## src/core/ppvs_map.svh

```systemverilog
// Constants of the panel power and video sequencer
`ifndef PPVS_MAP_SVH
`define PPVS_MAP_SVH
`define PPVS_CLK_HZ 50000000
`define PPVS_MS_CYCLES (`PPVS_CLK_HZ / 1000)
`define PPVS_BLACK_MAX_MS 80
`define PPVS_HPD_MAX_MS 80
`define PPVS_HPD_MS 40
`define PPVS_VIDEO_MAX_MS 50
`define PPVS_VIDEO_MS 20
`define PPVS_LINE_ACTIVE 1920
`define PPVS_LINE_TOTAL_MIN 2060
`define PPVS_LINE_TOTAL_MAX 2100
`define PPVS_FRAME_ACTIVE 1080
`define PPVS_FRAME_TOTAL_MIN 1196
`define PPVS_FRAME_TOTAL_MAX 1204
`define PPVS_NOVIDEO_BIT 3
`endif

```

## src/core/ppvs_pkg.sv

```systemverilog
// Types of the panel power and video sequencer
package ppvs_pkg;
  typedef enum logic [3:0] {
    PPVS_OFF = 4'h1,
    PPVS_BLACK = 4'h2,
    PPVS_CHECK = 4'h4,
    PPVS_SHOW = 4'h8
  } ppvs_state_t;
endpackage

```

## src/core/ppvs_skid.sv

```systemverilog
// Two-entry buffer with valid and ready on both sides
`timescale 1ns/1ps
module ppvs_skid #(
  parameter int WIDTH = 24
) (
  input wire logic sys_clk,
  input wire logic resetn,
  input wire logic inValid,
  output logic inReady,
  input wire logic [WIDTH-1:0] inData,
  output logic outValid,
  input wire logic outReady,
  output logic [WIDTH-1:0] outData
);
  logic [WIDTH-1:0] mem [2];
  logic wrPtr;
  logic rdPtr;
  logic [1:0] count;
  logic push;
  logic pop;

  assign push = inValid && inReady;
  assign pop = outValid && outReady;

  always_ff @(posedge sys_clk or negedge resetn) begin
    if (!resetn) begin
      wrPtr <= 1'b0;
      rdPtr <= 1'b0;
      count <= 2'h0;
      inReady <= 1'b1;
      outValid <= 1'b0;
    end else begin
      if (push) begin
        wrPtr <= ~wrPtr;
      end
      if (pop) begin
        rdPtr <= ~rdPtr;
      end
      case ({push, pop})
        2'b10: begin
          count <= count + 2'h1;
          inReady <= (count == 2'h0);
          outValid <= 1'b1;
        end
        2'b01: begin
          count <= count - 2'h1;
          inReady <= 1'b1;
          outValid <= (count == 2'h2);
        end
        default: begin
        end
      endcase
    end
  end

  always_ff @(posedge sys_clk) begin
    if (push) begin
      mem[wrPtr] <= inData;
    end
  end

  assign outData = mem[rdPtr];
endmodule

```

## src/core/ppvs_sequencer.sv

```systemverilog
// Sink-side power, hot-plug, black video and raster check sequencer
`timescale 1ns/1ps
`include "ppvs_map.svh"

// Overview of operation
// - Each line has 1920 active pixels and 2060 to 2100 total pixels.
// - Each frame has 1080 active lines and 1196 to 1204 total lines.
// - At 165 Hz the pixel clock lies between 406.52 and 417.19 MHz.
// - At 60 Hz the raster is unchanged, pixel clock 147.83 to 151.7 MHz.
// - Black video starts by itself within 80 ms of logic supply up.
// - Hot-plug detect goes high within 80 ms; AUX ready before that.
// - AUX polling tolerated from supply up and answered within the window.
// - Within 50 ms of valid video, show it, end black, set status bit.
// - Backlight off before video ends; sink clears status and goes black.
// - No-video flag in stream ID bit 3 forces black video.
// - Automatic black video may be disabled for debugging.
module ppvs_sequencer #(
  parameter int HPD_MS = `PPVS_HPD_MS,
  parameter int VIDEO_MS = `PPVS_VIDEO_MS,
  parameter int MS_CYCLES = `PPVS_MS_CYCLES,
  parameter int PIX_WIDTH = 24
) (
  input wire logic sys_clk,
  input wire logic resetn,
  input wire logic supplyGood,
  input wire logic auxReady,
  input wire logic linkVideoValid,
  input wire logic [7:0] streamId,
  input wire logic blackDisable,
  input wire logic pixValid,
  output logic pixReady,
  input wire logic [PIX_WIDTH-1:0] pixData,
  input wire logic pixLineEnd,
  input wire logic pixFrameEnd,
  input wire logic pixActive,
  output logic hotPlugDetect,
  output logic blackVideo,
  output logic sinkStatusValid,
  output logic rasterError,
  output logic dispValid,
  input wire logic dispReady,
  output logic [PIX_WIDTH-1:0] dispData
);
  // ----------------------------------------
  // Input synchronisers
  // ----------------------------------------
  logic [1:0] supplySync;
  logic [1:0] auxSync;
  logic [1:0] videoSync;
  logic [1:0] disableSync;
  logic [1:0] noVideoSync;

  always_ff @(posedge sys_clk or negedge resetn) begin
    if (!resetn) begin
      supplySync <= 2'h0;
      auxSync <= 2'h0;
      videoSync <= 2'h0;
      disableSync <= 2'h0;
      noVideoSync <= 2'h0;
    end else begin
      supplySync <= {supplySync[0], supplyGood};
      auxSync <= {auxSync[0], auxReady};
      videoSync <= {videoSync[0], linkVideoValid};
      disableSync <= {disableSync[0], blackDisable};
      noVideoSync <= {noVideoSync[0], streamId[`PPVS_NOVIDEO_BIT]};
    end
  end

  logic supplyUp;
  logic videoGood;
  assign supplyUp = supplySync[1];
  assign videoGood = videoSync[1] && !noVideoSync[1];

  // ----------------------------------------
  // Millisecond timebase
  // ----------------------------------------
  // Restarted on every state change so each wait counts from its own event
  logic [31:0] cycleCount;
  logic [15:0] msCount;
  logic msTick;
  logic stateChange;

  assign msTick = (cycleCount == 32'(MS_CYCLES - 1));

  always_ff @(posedge sys_clk or negedge resetn) begin
    if (!resetn) begin
      cycleCount <= 32'h0;
      msCount <= 16'h0;
    end else if (stateChange) begin
      cycleCount <= 32'h0;
      msCount <= 16'h0;
    end else if (msTick) begin
      cycleCount <= 32'h0;
      msCount <= msCount + 16'h1;
    end else begin
      cycleCount <= cycleCount + 32'h1;
    end
  end

  // ----------------------------------------
  // Sequencer
  // ----------------------------------------
  ppvs_pkg::ppvs_state_t state;
  ppvs_pkg::ppvs_state_t next_state;

  always_comb begin
    next_state = state;
    case (state)
      ppvs_pkg::PPVS_OFF: begin
        if (supplyUp) begin
          next_state = ppvs_pkg::PPVS_BLACK;
        end
      end
      ppvs_pkg::PPVS_BLACK: begin
        if (!supplyUp) begin
          next_state = ppvs_pkg::PPVS_OFF;
        end else if (videoGood && hotPlugDetect) begin
          next_state = ppvs_pkg::PPVS_CHECK;
        end
      end
      ppvs_pkg::PPVS_CHECK: begin
        if (!supplyUp) begin
          next_state = ppvs_pkg::PPVS_OFF;
        end else if (!videoGood) begin
          next_state = ppvs_pkg::PPVS_BLACK;
        end else if (msCount == 16'(VIDEO_MS)) begin
          next_state = ppvs_pkg::PPVS_SHOW;
        end
      end
      ppvs_pkg::PPVS_SHOW: begin
        if (!supplyUp) begin
          next_state = ppvs_pkg::PPVS_OFF;
        end else if (!videoGood) begin
          next_state = ppvs_pkg::PPVS_BLACK;
        end
      end
      default: begin
        next_state = ppvs_pkg::PPVS_OFF;
      end
    endcase
  end

  assign stateChange = (next_state != state);

  always_ff @(posedge sys_clk or negedge resetn) begin
    if (!resetn) begin
      state <= ppvs_pkg::PPVS_OFF;
    end else begin
      state <= next_state;
    end
  end

  // ----------------------------------------
  // Hot-plug detect
  // ----------------------------------------
  // Raised only once AUX is ready, well inside the 80 ms window
  always_ff @(posedge sys_clk or negedge resetn) begin
    if (!resetn) begin
      hotPlugDetect <= 1'b0;
    end else if (!supplyUp) begin
      hotPlugDetect <= 1'b0;
    end else if (state == ppvs_pkg::PPVS_BLACK && auxSync[1] &&
                 msCount >= 16'(HPD_MS)) begin
      hotPlugDetect <= 1'b1;
    end
  end

  // ----------------------------------------
  // Black video and sink status
  // ----------------------------------------
  always_ff @(posedge sys_clk or negedge resetn) begin
    if (!resetn) begin
      blackVideo <= 1'b0;
      sinkStatusValid <= 1'b0;
    end else begin
      sinkStatusValid <= (next_state == ppvs_pkg::PPVS_SHOW);
      // Debug override keeps the raw stream visible
      blackVideo <= (next_state == ppvs_pkg::PPVS_BLACK ||
                     next_state == ppvs_pkg::PPVS_CHECK) &&
                    !disableSync[1];
    end
  end

  // ----------------------------------------
  // Raster check
  // ----------------------------------------
  // Same limits hold for both refresh rates; only pixel clock differs
  logic [11:0] pixCount;
  logic [11:0] activeCount;
  logic [11:0] lineCount;
  logic [11:0] activeLines;
  logic lineHadActive;
  logic inTake;
  logic lineBad;
  logic frameBad;

  assign inTake = pixValid && pixReady;
  assign lineBad = (activeCount + 12'(pixActive) != 12'(`PPVS_LINE_ACTIVE)) ||
                   (pixCount + 12'h1 < 12'(`PPVS_LINE_TOTAL_MIN)) ||
                   (pixCount + 12'h1 > 12'(`PPVS_LINE_TOTAL_MAX));
  // Last line counts as active if its closing beat is, same as the line path
  assign frameBad =
    (activeLines + 12'(lineHadActive || pixActive) != 12'(`PPVS_FRAME_ACTIVE)) ||
    (lineCount + 12'h1 < 12'(`PPVS_FRAME_TOTAL_MIN)) ||
    (lineCount + 12'h1 > 12'(`PPVS_FRAME_TOTAL_MAX));

  always_ff @(posedge sys_clk or negedge resetn) begin
    if (!resetn) begin
      pixCount <= 12'h0;
      activeCount <= 12'h0;
      lineCount <= 12'h0;
      activeLines <= 12'h0;
      lineHadActive <= 1'b0;
      rasterError <= 1'b0;
    end else if (state != ppvs_pkg::PPVS_SHOW && state != ppvs_pkg::PPVS_CHECK) begin
      pixCount <= 12'h0;
      activeCount <= 12'h0;
      lineCount <= 12'h0;
      activeLines <= 12'h0;
      lineHadActive <= 1'b0;
      rasterError <= 1'b0;
    end else if (inTake) begin
      if (pixLineEnd) begin
        pixCount <= 12'h0;
        activeCount <= 12'h0;
        lineHadActive <= 1'b0;
        if (lineBad) begin
          rasterError <= 1'b1;
        end
        if (pixFrameEnd) begin
          lineCount <= 12'h0;
          activeLines <= 12'h0;
          if (frameBad) begin
            rasterError <= 1'b1;
          end
        end else begin
          lineCount <= lineCount + 12'h1;
          activeLines <= activeLines + 12'(lineHadActive || pixActive);
        end
      end else begin
        pixCount <= pixCount + 12'h1;
        activeCount <= activeCount + 12'(pixActive);
        lineHadActive <= lineHadActive || pixActive;
      end
    end
  end

  // ----------------------------------------
  // Pixel path
  // ----------------------------------------
  // Black replaces data in the buffer path so no noise reaches the panel
  logic [PIX_WIDTH-1:0] bufIn;
  logic [PIX_WIDTH-1:0] bufOut;
  logic bufValid;
  logic bufReady;

  assign bufIn = blackVideo ? '0 : pixData;

  ppvs_skid #(
    .WIDTH(PIX_WIDTH)
  ) i_ppvs_skid (
    .sys_clk(sys_clk),
    .resetn(resetn),
    .inValid(pixValid),
    .inReady(bufReady),
    .inData(bufIn),
    .outValid(bufValid),
    .outReady(dispReady || !dispValid),
    .outData(bufOut)
  );

  assign pixReady = bufReady;

  always_ff @(posedge sys_clk or negedge resetn) begin
    if (!resetn) begin
      dispValid <= 1'b0;
      dispData <= '0;
    end else if (dispReady || !dispValid) begin
      dispValid <= bufValid;
      dispData <= bufOut;
    end
  end
endmodule

```

## config.mk

```make
export PLATFORM = sky130hd
export DESIGN_NAME = ppvs_sequencer
export DESIGN_NICKNAME = d
export VERILOG_FILES = /design/src/core/ppvs_pkg.sv /design/src/core/ppvs_skid.sv /design/src/core/ppvs_sequencer.sv
export VERILOG_INCLUDE_DIRS = /design/src /design/src/core
export SDC_FILE = /design/constraint.sdc
export NUM_CORES = 1
export LEC_CHECK = 0
export BUFFER_PORTS_ARGS = -buffer_cell sky130_fd_sc_hd__buf_4
export CORE_MARGIN = 8
export CORE_UTILIZATION = 51
export DETAILED_ROUTE_END_ITERATION = 6
export PLACE_DENSITY = 0.7
export SLEW_MARGIN = 40
export SYNTH_ARGS = -nofsm -noshare
export SYNTH_HDL_FRONTEND = slang
export SYNTH_SLANG_ARGS = --single-unit
```

## constraint.sdc

```tcl
create_clock -name sys_clk -period 3.2 [get_ports sys_clk]
set_input_delay 0.8 -clock sys_clk [delete_from_list [all_inputs] [get_ports sys_clk]]
set_output_delay 0.8 -clock sys_clk [all_outputs]
set_load 0.02 [all_outputs]
```

==> results of run 1 <==
[metal layers]
metal	wire, um	track usage, %
met1	8730	22.6
met2	8820	26.9
met3	722	3.85
met4	144	3.91
met5	0	0
[synth_stat cells (6+ instances only)]
master | n | area share [%]
nand3_1 | 41 | 2.2
ha_1 | 12 | 1.6
nor2_1 | 78 | 3.2
xnor2_1 | 24 | 2.3
o31ai_1 | 12 | 0.97
mux2i_1 | 26 | 2.8
nor4_1 | 13 | 0.88
and4_1 | 6 | 0.57
inv_1 | 11 | 0.44
or3_1 | 6 | 0.40
a21oi_1 | 18 | 0.97
xor2_1 | 41 | 3.9
and2_1 | 7 | 0.47
buf_2 | 9 | 0.49
a31oi_1 | 13 | 0.88
a22o_1 | 8 | 0.76
nand2_1 | 90 | 3.6
o21ai_1 | 16 | 0.86
clkbuf_1 | 32 | 1.3
nand2b_1 | 8 | 0.54
nand4_1 | 16 | 1.1
a21o_1 | 6 | 0.49
and3_1 | 27 | 1.8
nor2b_1 | 33 | 2.2
edfxtp_1 | 48 | 16
dfrtp_1 | 144 | 39
nor3_1 | 13 | 0.70
o21ai_0 | 73 | 3.9
[final timing paths]
kind,to,slack (ns),cells after the start
setup reg to reg,rasterError$_DFFE_PN0P_,0.41,10
min in group asynchronous,cycleCount[0]$_DFF_PN0_,0.36,1
hold / removal,noVideoSync[1]$_DFF_PN0_,0.35,0
max in group asynchronous,state[0]$_DFF_PN1_,1.98,2
hold reg to reg,noVideoSync[1]$_DFF_PN0_,0.35,0
setup / recovery,rasterError$_DFFE_PN0P_,0.32,11
[logic make-up (layout without fill, tap and decap cells)]
| logic type | after synthesis | after routing | synth area share (%) |
|---|---|---|---|
| compound gates | 179 | 179 | 11.9 |
| xor+xnor | 65 | 65 | 6.13 |
| fa+ha+maj | 12 | 12 | 1.62 |
| buf+inv | 55 | 133 | 2.36 |
| flops | 194 | 194 | 54.9 |
| mux | 28 | 28 | 3.05 |
| simple gates | 363 | 363 | 20.0 |
[layout make-up]
cell class	count	area share [%]
clock buffers	17	3.98
repair buffers	89	6.28
clock inverters	15	1.77
well taps	229	2.68
flip-flops and latches	194	47.7
inverters	12	0.421
multi-input cells	647	37.2
[power by group through the flow]
stage                     registers (uW)  clock network (uW)  logic [uW]
after floorplan                     3250                   0         558
after global placement              3130                   0        1170
after detailed placement            3140                   0        1190
after CTS                           3100                2210        1190
after global routing                3130                2320        1280
final                               3090                2160        1170
[registers in the layout (all words and copies together) (netlist names), 2 cells and up]
name	flops
videoSync	2
supplySync	2
noVideoSync	2
auxSync	2
state	4
activeLines	12
disableSync	2
pixCount	12
i_ppvs_skid.count	2
dispData	24
activeCount	12
i_ppvs_skid.mem	48
cycleCount	32
msCount	16
lineCount	12
[stage by stage]
| stage | hold slack [ns] | worst slack (ns) | util [%] | power, uW |
|---|---|---|---|---|
| after floorplan | 0.331 | 0.155 | - | 3810 |
| after CTS | 0.353 | 0.352 | 59.7 | 6500 |
| after detailed placement | 0.336 | -0.0995 | 56.3 | 4330 |
| final | 0.350 | 0.319 | 59.7 | 6420 |
| after global routing | 0.358 | 0.155 | 59.7 | 6730 |
| after global placement | 0.331 | -0.0786 | 56.3 | 4300 |
==> flow_metrics.env, run 1 <==
export IMPL_status="finished, final reports clean"
export IMPL_num_antenna_cells=0
export IMPL_fmaxAchievable_mhz=347
export IMPL_numPlacedInstances=1171
export IMPL_cp_startpoint="pixActive"
export IMPL_routed_wl_mm=18.4
export IMPL_syn2layout_area_growth_pct=15.2
export IMPL_grt_pass1_vias=6260
export IMPL_yosys_warnings=0
export IMPL_power_leakage_uw=0.00464
export IMPL_drive_gt1_share_pct=14.4
export IMPL_ir_drop_mv=0.563
export IMPL_clk_pin_slew_ns=0.07
export IMPL_drc_errors=0
export IMPL_avgSynthCellArea_um2=10.4
export IMPL_rsz0062_at_grt="false"
export IMPL_final_nets=1016
export IMPL_grt_pass1_wl_mm=30.7
export IMPL_slowest_delay_ns=0.43
export IMPL_setup_viol=0
export IMPL_final_cells=1203
export IMPL_required_ns=3.50
export IMPL_vias=6660
export IMPL_p_switching_uw=1900
export IMPL_worst_pin_slew_ns=0.767
export IMPL_io_pins=73
export IMPL_syn_inst=896
export IMPL_cap_violations=0
export IMPL_fin_skew_ns=0.0105
export IMPL_power_frac_comb_pct=18.2
export IMPL_n_fill_cell=1505
export IMPL_crit_slowest_cell="or4_1"
export IMPL_multi_input_area_mm2=0.00398
export IMPL_seqCellArea_mm2=0.00510
export IMPL_cts_sinks=194
export IMPL_hold_violations=0
export IMPL_crit_chain="buf_4 -> or2_2 -> ha_1 -> ha_1 -> and4_1 -> nand2_1 -> xor2_1 -> o311ai_0 -> or4_1 -> o41ai_1 -> a21oi_1"
export IMPL_initial_utilization_pct=51.8
export IMPL_vias_per_cell=5.54
export IMPL_fin_crit_ns=2.88
export IMPL_critical_path_top_cell_by_count="ha_1"
export IMPL_netlist_area_mm2=0.00928
export IMPL_die_area_mm2=0.0228
export IMPL_p_per_area_mw_per_mm2=601
export IMPL_layout_common_cells="dfrtp_1 (144), nand2_1 (90), buf_4 (88)"
export IMPL_hpwl_mm=12.3
export IMPL_cp_top_family="simple AND/OR/NAND/NOR gates"
export IMPL_ys_ff_latch=194
export IMPL_worstPathMaxFanout=2
export IMPL_arrival_ns=3.18
export IMPL_rr_startpoint="lineHadActive$_DFFE_PN0P_"
export IMPL_final_max_slew_viol_count=0
export IMPL_antenna_found_initial=0
export IMPL_cp_end_kind="flip-flop"
export IMPL_sw_frac_of_total_pct=29.6
export IMPL_mostFrequentLayoutCell="dfrtp_1"
export IMPL_startpoint_type="input pin"
export IMPL_p_seq_share_pct=48.2
export IMPL_period_share_pct=90.0
export IMPL_max_slew_margin_pct=48.9
export IMPL_synthArstFlopShare_pct=75.3
export IMPL_rows=49
export IMPL_hold_buffers=0
export IMPL_yosysSeqAreaShare_pct=54.9
export IMPL_coreArea_mm2=0.0179
export IMPL_grt_start_max_net_pins=72
export IMPL_min_path_type="reg2reg"
export IMPL_syn_nets=951
export IMPL_crit_type="in2reg"
export IMPL_cts_setup_buffers=0
export IMPL_ys_types=70
export IMPL_worstHoldStart="noVideoSync[0]$_DFF_PN0_"
export IMPL_clk_path_buf_depth=2
export IMPL_synth_edf_count=48
export IMPL_fp_dieH_um=151
export IMPL_synth_top_flop_cell="dfrtp_1"
export IMPL_gp_congestion=0.800
export IMPL_post_cts_resized=0
export IMPL_grt_overflow_total=0
export IMPL_htree_levels=4
export IMPL_cts_tree="built"
export IMPL_io_buffers=65
export IMPL_crit_buf_inv=1
export IMPL_cts_inserted_buffers=17
export IMPL_postRouteAntennaNets=0
export IMPL_first_iter_violations=453
export IMPL_clock_latency_ns=0.43
export IMPL_ctsRootBufferMaster="clkbuf_16"
export IMPL_post_drt_wl_per_cell_um=15.3
export IMPL_postPlaceCellArea_mm2=0.0101
export IMPL_dr_pass1_iters=5
export IMPL_p_int_uw=4520
export IMPL_groute_usage_overall_pct=16.7
export IMPL_fin_tns_setup_ns=0
export IMPL_power_share_clock_pct=33.7
export IMPL_dieWidth_um=151
export IMPL_stdcell_area_mm2=0.0107
No activity file was read; power rests on OpenSTA's default activity.
==> run 2, diff against run 1 <==
- ABC_AREA: unset -> 1
- CTS_BUF_LIST: unset -> sky130_fd_sc_hd__clkbuf_2
- PLACE_DENSITY: 0.7 -> 0.69
==> run 2 against run 1 <==
The flow now finishes with violations (design-rule violations). Design area down 0.83%. Power shrank 6.9%. Combinational power increased by 26%. Largest cell class unchanged. Largest power group unchanged.
==> flow_metrics.env, run 2 <==
export IMPL_io_buffers=65
export IMPL_yosysTopAreaCellShare_pct=37.9
export IMPL_crit_type="reg2reg"
export IMPL_mostFrequentLayoutCell="nand2_1"
export IMPL_coreArea_mm2=0.0185
export IMPL_top_regs="i_ppvs_skid.mem (48), cycleCount (32), dispData (24)"
export IMPL_post_cts_resized=0
export IMPL_setup_viol=0
export IMPL_grt_overflow_total=0
export IMPL_grt_pass1_vias=7069
export IMPL_vias_per_cell=5.10
export IMPL_crit_chain="nor2_1 -> nand3_1 -> nand2_2 -> inv_2 -> or2_1 -> nand2_2 -> inv_2 -> nand2_1 -> nor2_4 -> inv_2 -> o21ai_0"
export IMPL_htree_levels=4
export IMPL_ctsRootBufferMaster="clkbuf_2"
export IMPL_groute_usage_overall_pct=17.3
export IMPL_utilization_pct=57.3
export IMPL_fmaxAchievable_mhz=405
export IMPL_initial_utilization_pct=51.3
export IMPL_layout_common_cells="nand2_1 (224), inv_1 (151), dfrtp_1 (143)"
export IMPL_fin_crit_ns=2.47
export IMPL_yosysSeqAreaShare_pct=53.7
export IMPL_worst_pin_slew_ns=0.751
export IMPL_rows=50
export IMPL_grt_pass1_wl_mm=33.7
export IMPL_critical_path_top_cell_by_count="inv_2"
export IMPL_cp_top_family="simple AND/OR/NAND/NOR gates"
export IMPL_postPlaceCellArea_mm2=0.0103
export IMPL_ys_types=39
export IMPL_clk_pin_slew_ns=0.28
export IMPL_grt_use_met3_pct=3.72
export IMPL_arrival_ns=3.15
export IMPL_power_frac_comb_pct=24.7
export IMPL_synth_edf_count=48
export IMPL_hold_violations=0
export IMPL_dpl_worst_slack_ns=0.487
export IMPL_p_per_area_mw_per_mm2=564
export IMPL_met2_usage_pct=28.4
export IMPL_n_fill_cell=1672
export IMPL_sw_frac_of_total_pct=35.1
export IMPL_synth_top_area_cell="dfrtp_1"
export IMPL_first_iter_violations=401
export IMPL_min_path_type="in2reg"
export IMPL_stdcell_area_mm2=0.0106
export IMPL_io_pins=73
export IMPL_rsz0062_at_grt="false"
export IMPL_die_area_mm2=0.0232
export IMPL_final_nets=1240
export IMPL_largest_register="i_ppvs_skid.mem"
export IMPL_vias=7311
export IMPL_cap_violations=0
export IMPL_cts_inserted_buffers=17
export IMPL_startpoint_type="flip-flop"
export IMPL_slowest_delay_ns=0.60
export IMPL_power_share_clock_pct=22.9
export IMPL_power_total_uw=5980
export IMPL_yosys_warnings=0
export IMPL_avgSynthCellArea_um2=8.57
export IMPL_synthTopCellsByCount="nand2_1 (225), inv_1 (152), dfrtp_1 (144)"
export IMPL_fin_skew_ns=0.0460
export IMPL_required_ns=3.88
export IMPL_synthArstFlopShare_pct=75.3
export IMPL_syn_inst=1108
export IMPL_antenna_found_initial=1
export IMPL_routed_wl_mm=19.7
export IMPL_p_seq_share_pct=52.5
export IMPL_clock_latency_ns=0.78
export IMPL_cts_sinks=194
export IMPL_post_drt_wl_per_cell_um=13.7
export IMPL_fin_tns_setup_ns=0
export IMPL_crit_buf_inv=3
export IMPL_crit_slowest_cell="dfstp_2"
export IMPL_met1_usage_pct=23.0
export IMPL_p_int_uw=3880
export IMPL_grt_start_max_net_pins=61
export IMPL_drc_errors=1
export IMPL_gp_congestion=0.850
export IMPL_dr_pass1_iters=7
export IMPL_postRouteAntennaNets=0
export IMPL_largest_reg_flops=48
export IMPL_final_max_slew_viol_count=0
export IMPL_violations="design-rule violations"
export IMPL_worstPathMaxFanout=18
export IMPL_syn_nets=1163
export IMPL_cp_end_kind="flip-flop"
export IMPL_hpwl_mm=14.0
export IMPL_ir_drop_mv=0.334
export IMPL_rr_startpoint="state[0]$_DFF_PN1_"
export IMPL_syn2layout_area_growth_pct=11.7
export IMPL_fp_dieH_um=152
export IMPL_cts_tree="built"
export IMPL_netlist_area_mm2=0.00950
export IMPL_clk_path_buf_depth=2
export IMPL_worstHoldStart="linkVideoValid"
export IMPL_dieWidth_um=152
export IMPL_hold_buffers=1
export IMPL_max_slew_margin_pct=49.6
export IMPL_cp_startpoint="state[0]$_DFF_PN1_"
export IMPL_period_share_pct=77.3
export IMPL_power_leakage_uw=0.00470
export IMPL_gr_max_usage_layer="met2"
export IMPL_cts_setup_buffers=0
export IMPL_synth_most_common_cell="nand2_1"
export IMPL_synth_top_flop_cell="dfrtp_1"
export IMPL_ys_ff_latch=194
export IMPL_p_switching_uw=2100
export IMPL_fin_ws_ns=0.728
export IMPL_synthTopCellsByArea="dfrtp_1 (38%), edfxtp_1 (15%), nand2_1 (8.9%), inv_1 (6.0%), nor2_1 (5.6%)"
export IMPL_status="complete, but fails checks"
export IMPL_drive_gt1_share_pct=14.5
run 2: cell types whose count changed in the layout (fill, tap and decap cells not counted), sizes merged, moves of 33 or more:
cell / before / now
inv: 21 / 163
nand2: 91 / 229
nor2: 78 / 179
o21ai: 89 / 43
a21oi: 18 / 56
nor2b: 33 / 0
run 2: through the flow:
stage	hold WS, ns	cells
after CTS	0.0403	1432
final	0.118	1433
after global routing	0.0123	1433
after global placement	0.332	1399
after detailed placement	0.335	1399
after floorplan	0.331	1108
run 2: path summary, 6_finish.rpt:
path	cells after the start	slack, ns	endpoint
max	11	0.73	activeLines[10]$_DFFE_PN0P_
min	1	0.12	videoSync[0]$_DFF_PN0_
max reg2reg	11	0.73	activeLines[10]$_DFFE_PN0P_
min reg2reg	0	0.39	disableSync[1]$_DFF_PN0_
max in group asynchronous	3	1.82	sinkStatusValid$_DFF_PN0_
min in group asynchronous	2	0.47	dispData[6]$_DFFE_PN0N_
run 2: cells by family (layout without fill, tap and decap cells):
group	count (synthesis)	count (layout)	share of synthesized area [%]
simple gates	539	539	24.9
compound gates	130	130	7.48
flops	194	194	53.7
fa+ha+maj	12	12	1.58
other cells	0	1	0
xor+xnor	52	52	4.80
buf+inv	181	271	7.60
run 2: layout make-up:
class / instances / area [um^2] / share of cell area, %
Clock inverter: 15 / 214 / 2.02
Inverter: 157 / 589 / 5.56
Multi-Input combinational cell: 733 / 3690 / 34.8
Antenna cell: 1 / 2.50 / 0.0236
Sequential cell: 194 / 5100 / 48.1
Clock buffer: 17 / 85.1 / 0.802
Tap cell: 234 / 293 / 2.76
Timing Repair Buffer: 82 / 634 / 5.98
run 2: per-layer routing:
layer	share of wire [%]	vias to the layer above	wire, um
li1	-	3724	-
met1	48	3469	9540
met2	47	103	9260
met3	3.6	15	709
met4	0.90	0	178
met5	0	-	0
run 2: worst reg2reg max path: cells and delay by family, from the launching register on:
kind | cells | cell delay [ns]
AND/OR/NAND/NOR | 7 | 0.98
buffers and inverters | 3 | 0.60
flip-flops | 1 | 0.60
AO/OA/AOI/OAI | 1 | 0.22
run 2: power by group through the flow:
| stage | sequential (uW) | combinational (uW) | clock [uW] |
|---|---|---|---|
| floorplan | 3320 | 770 | 0 |
| global placement | 3180 | 1470 | 0 |
| detailed placement | 3190 | 1490 | 0 |
| CTS | 3140 | 1500 | 1420 |
| global route | 3190 | 1620 | 1520 |
| finish | 3140 | 1480 | 1370 |
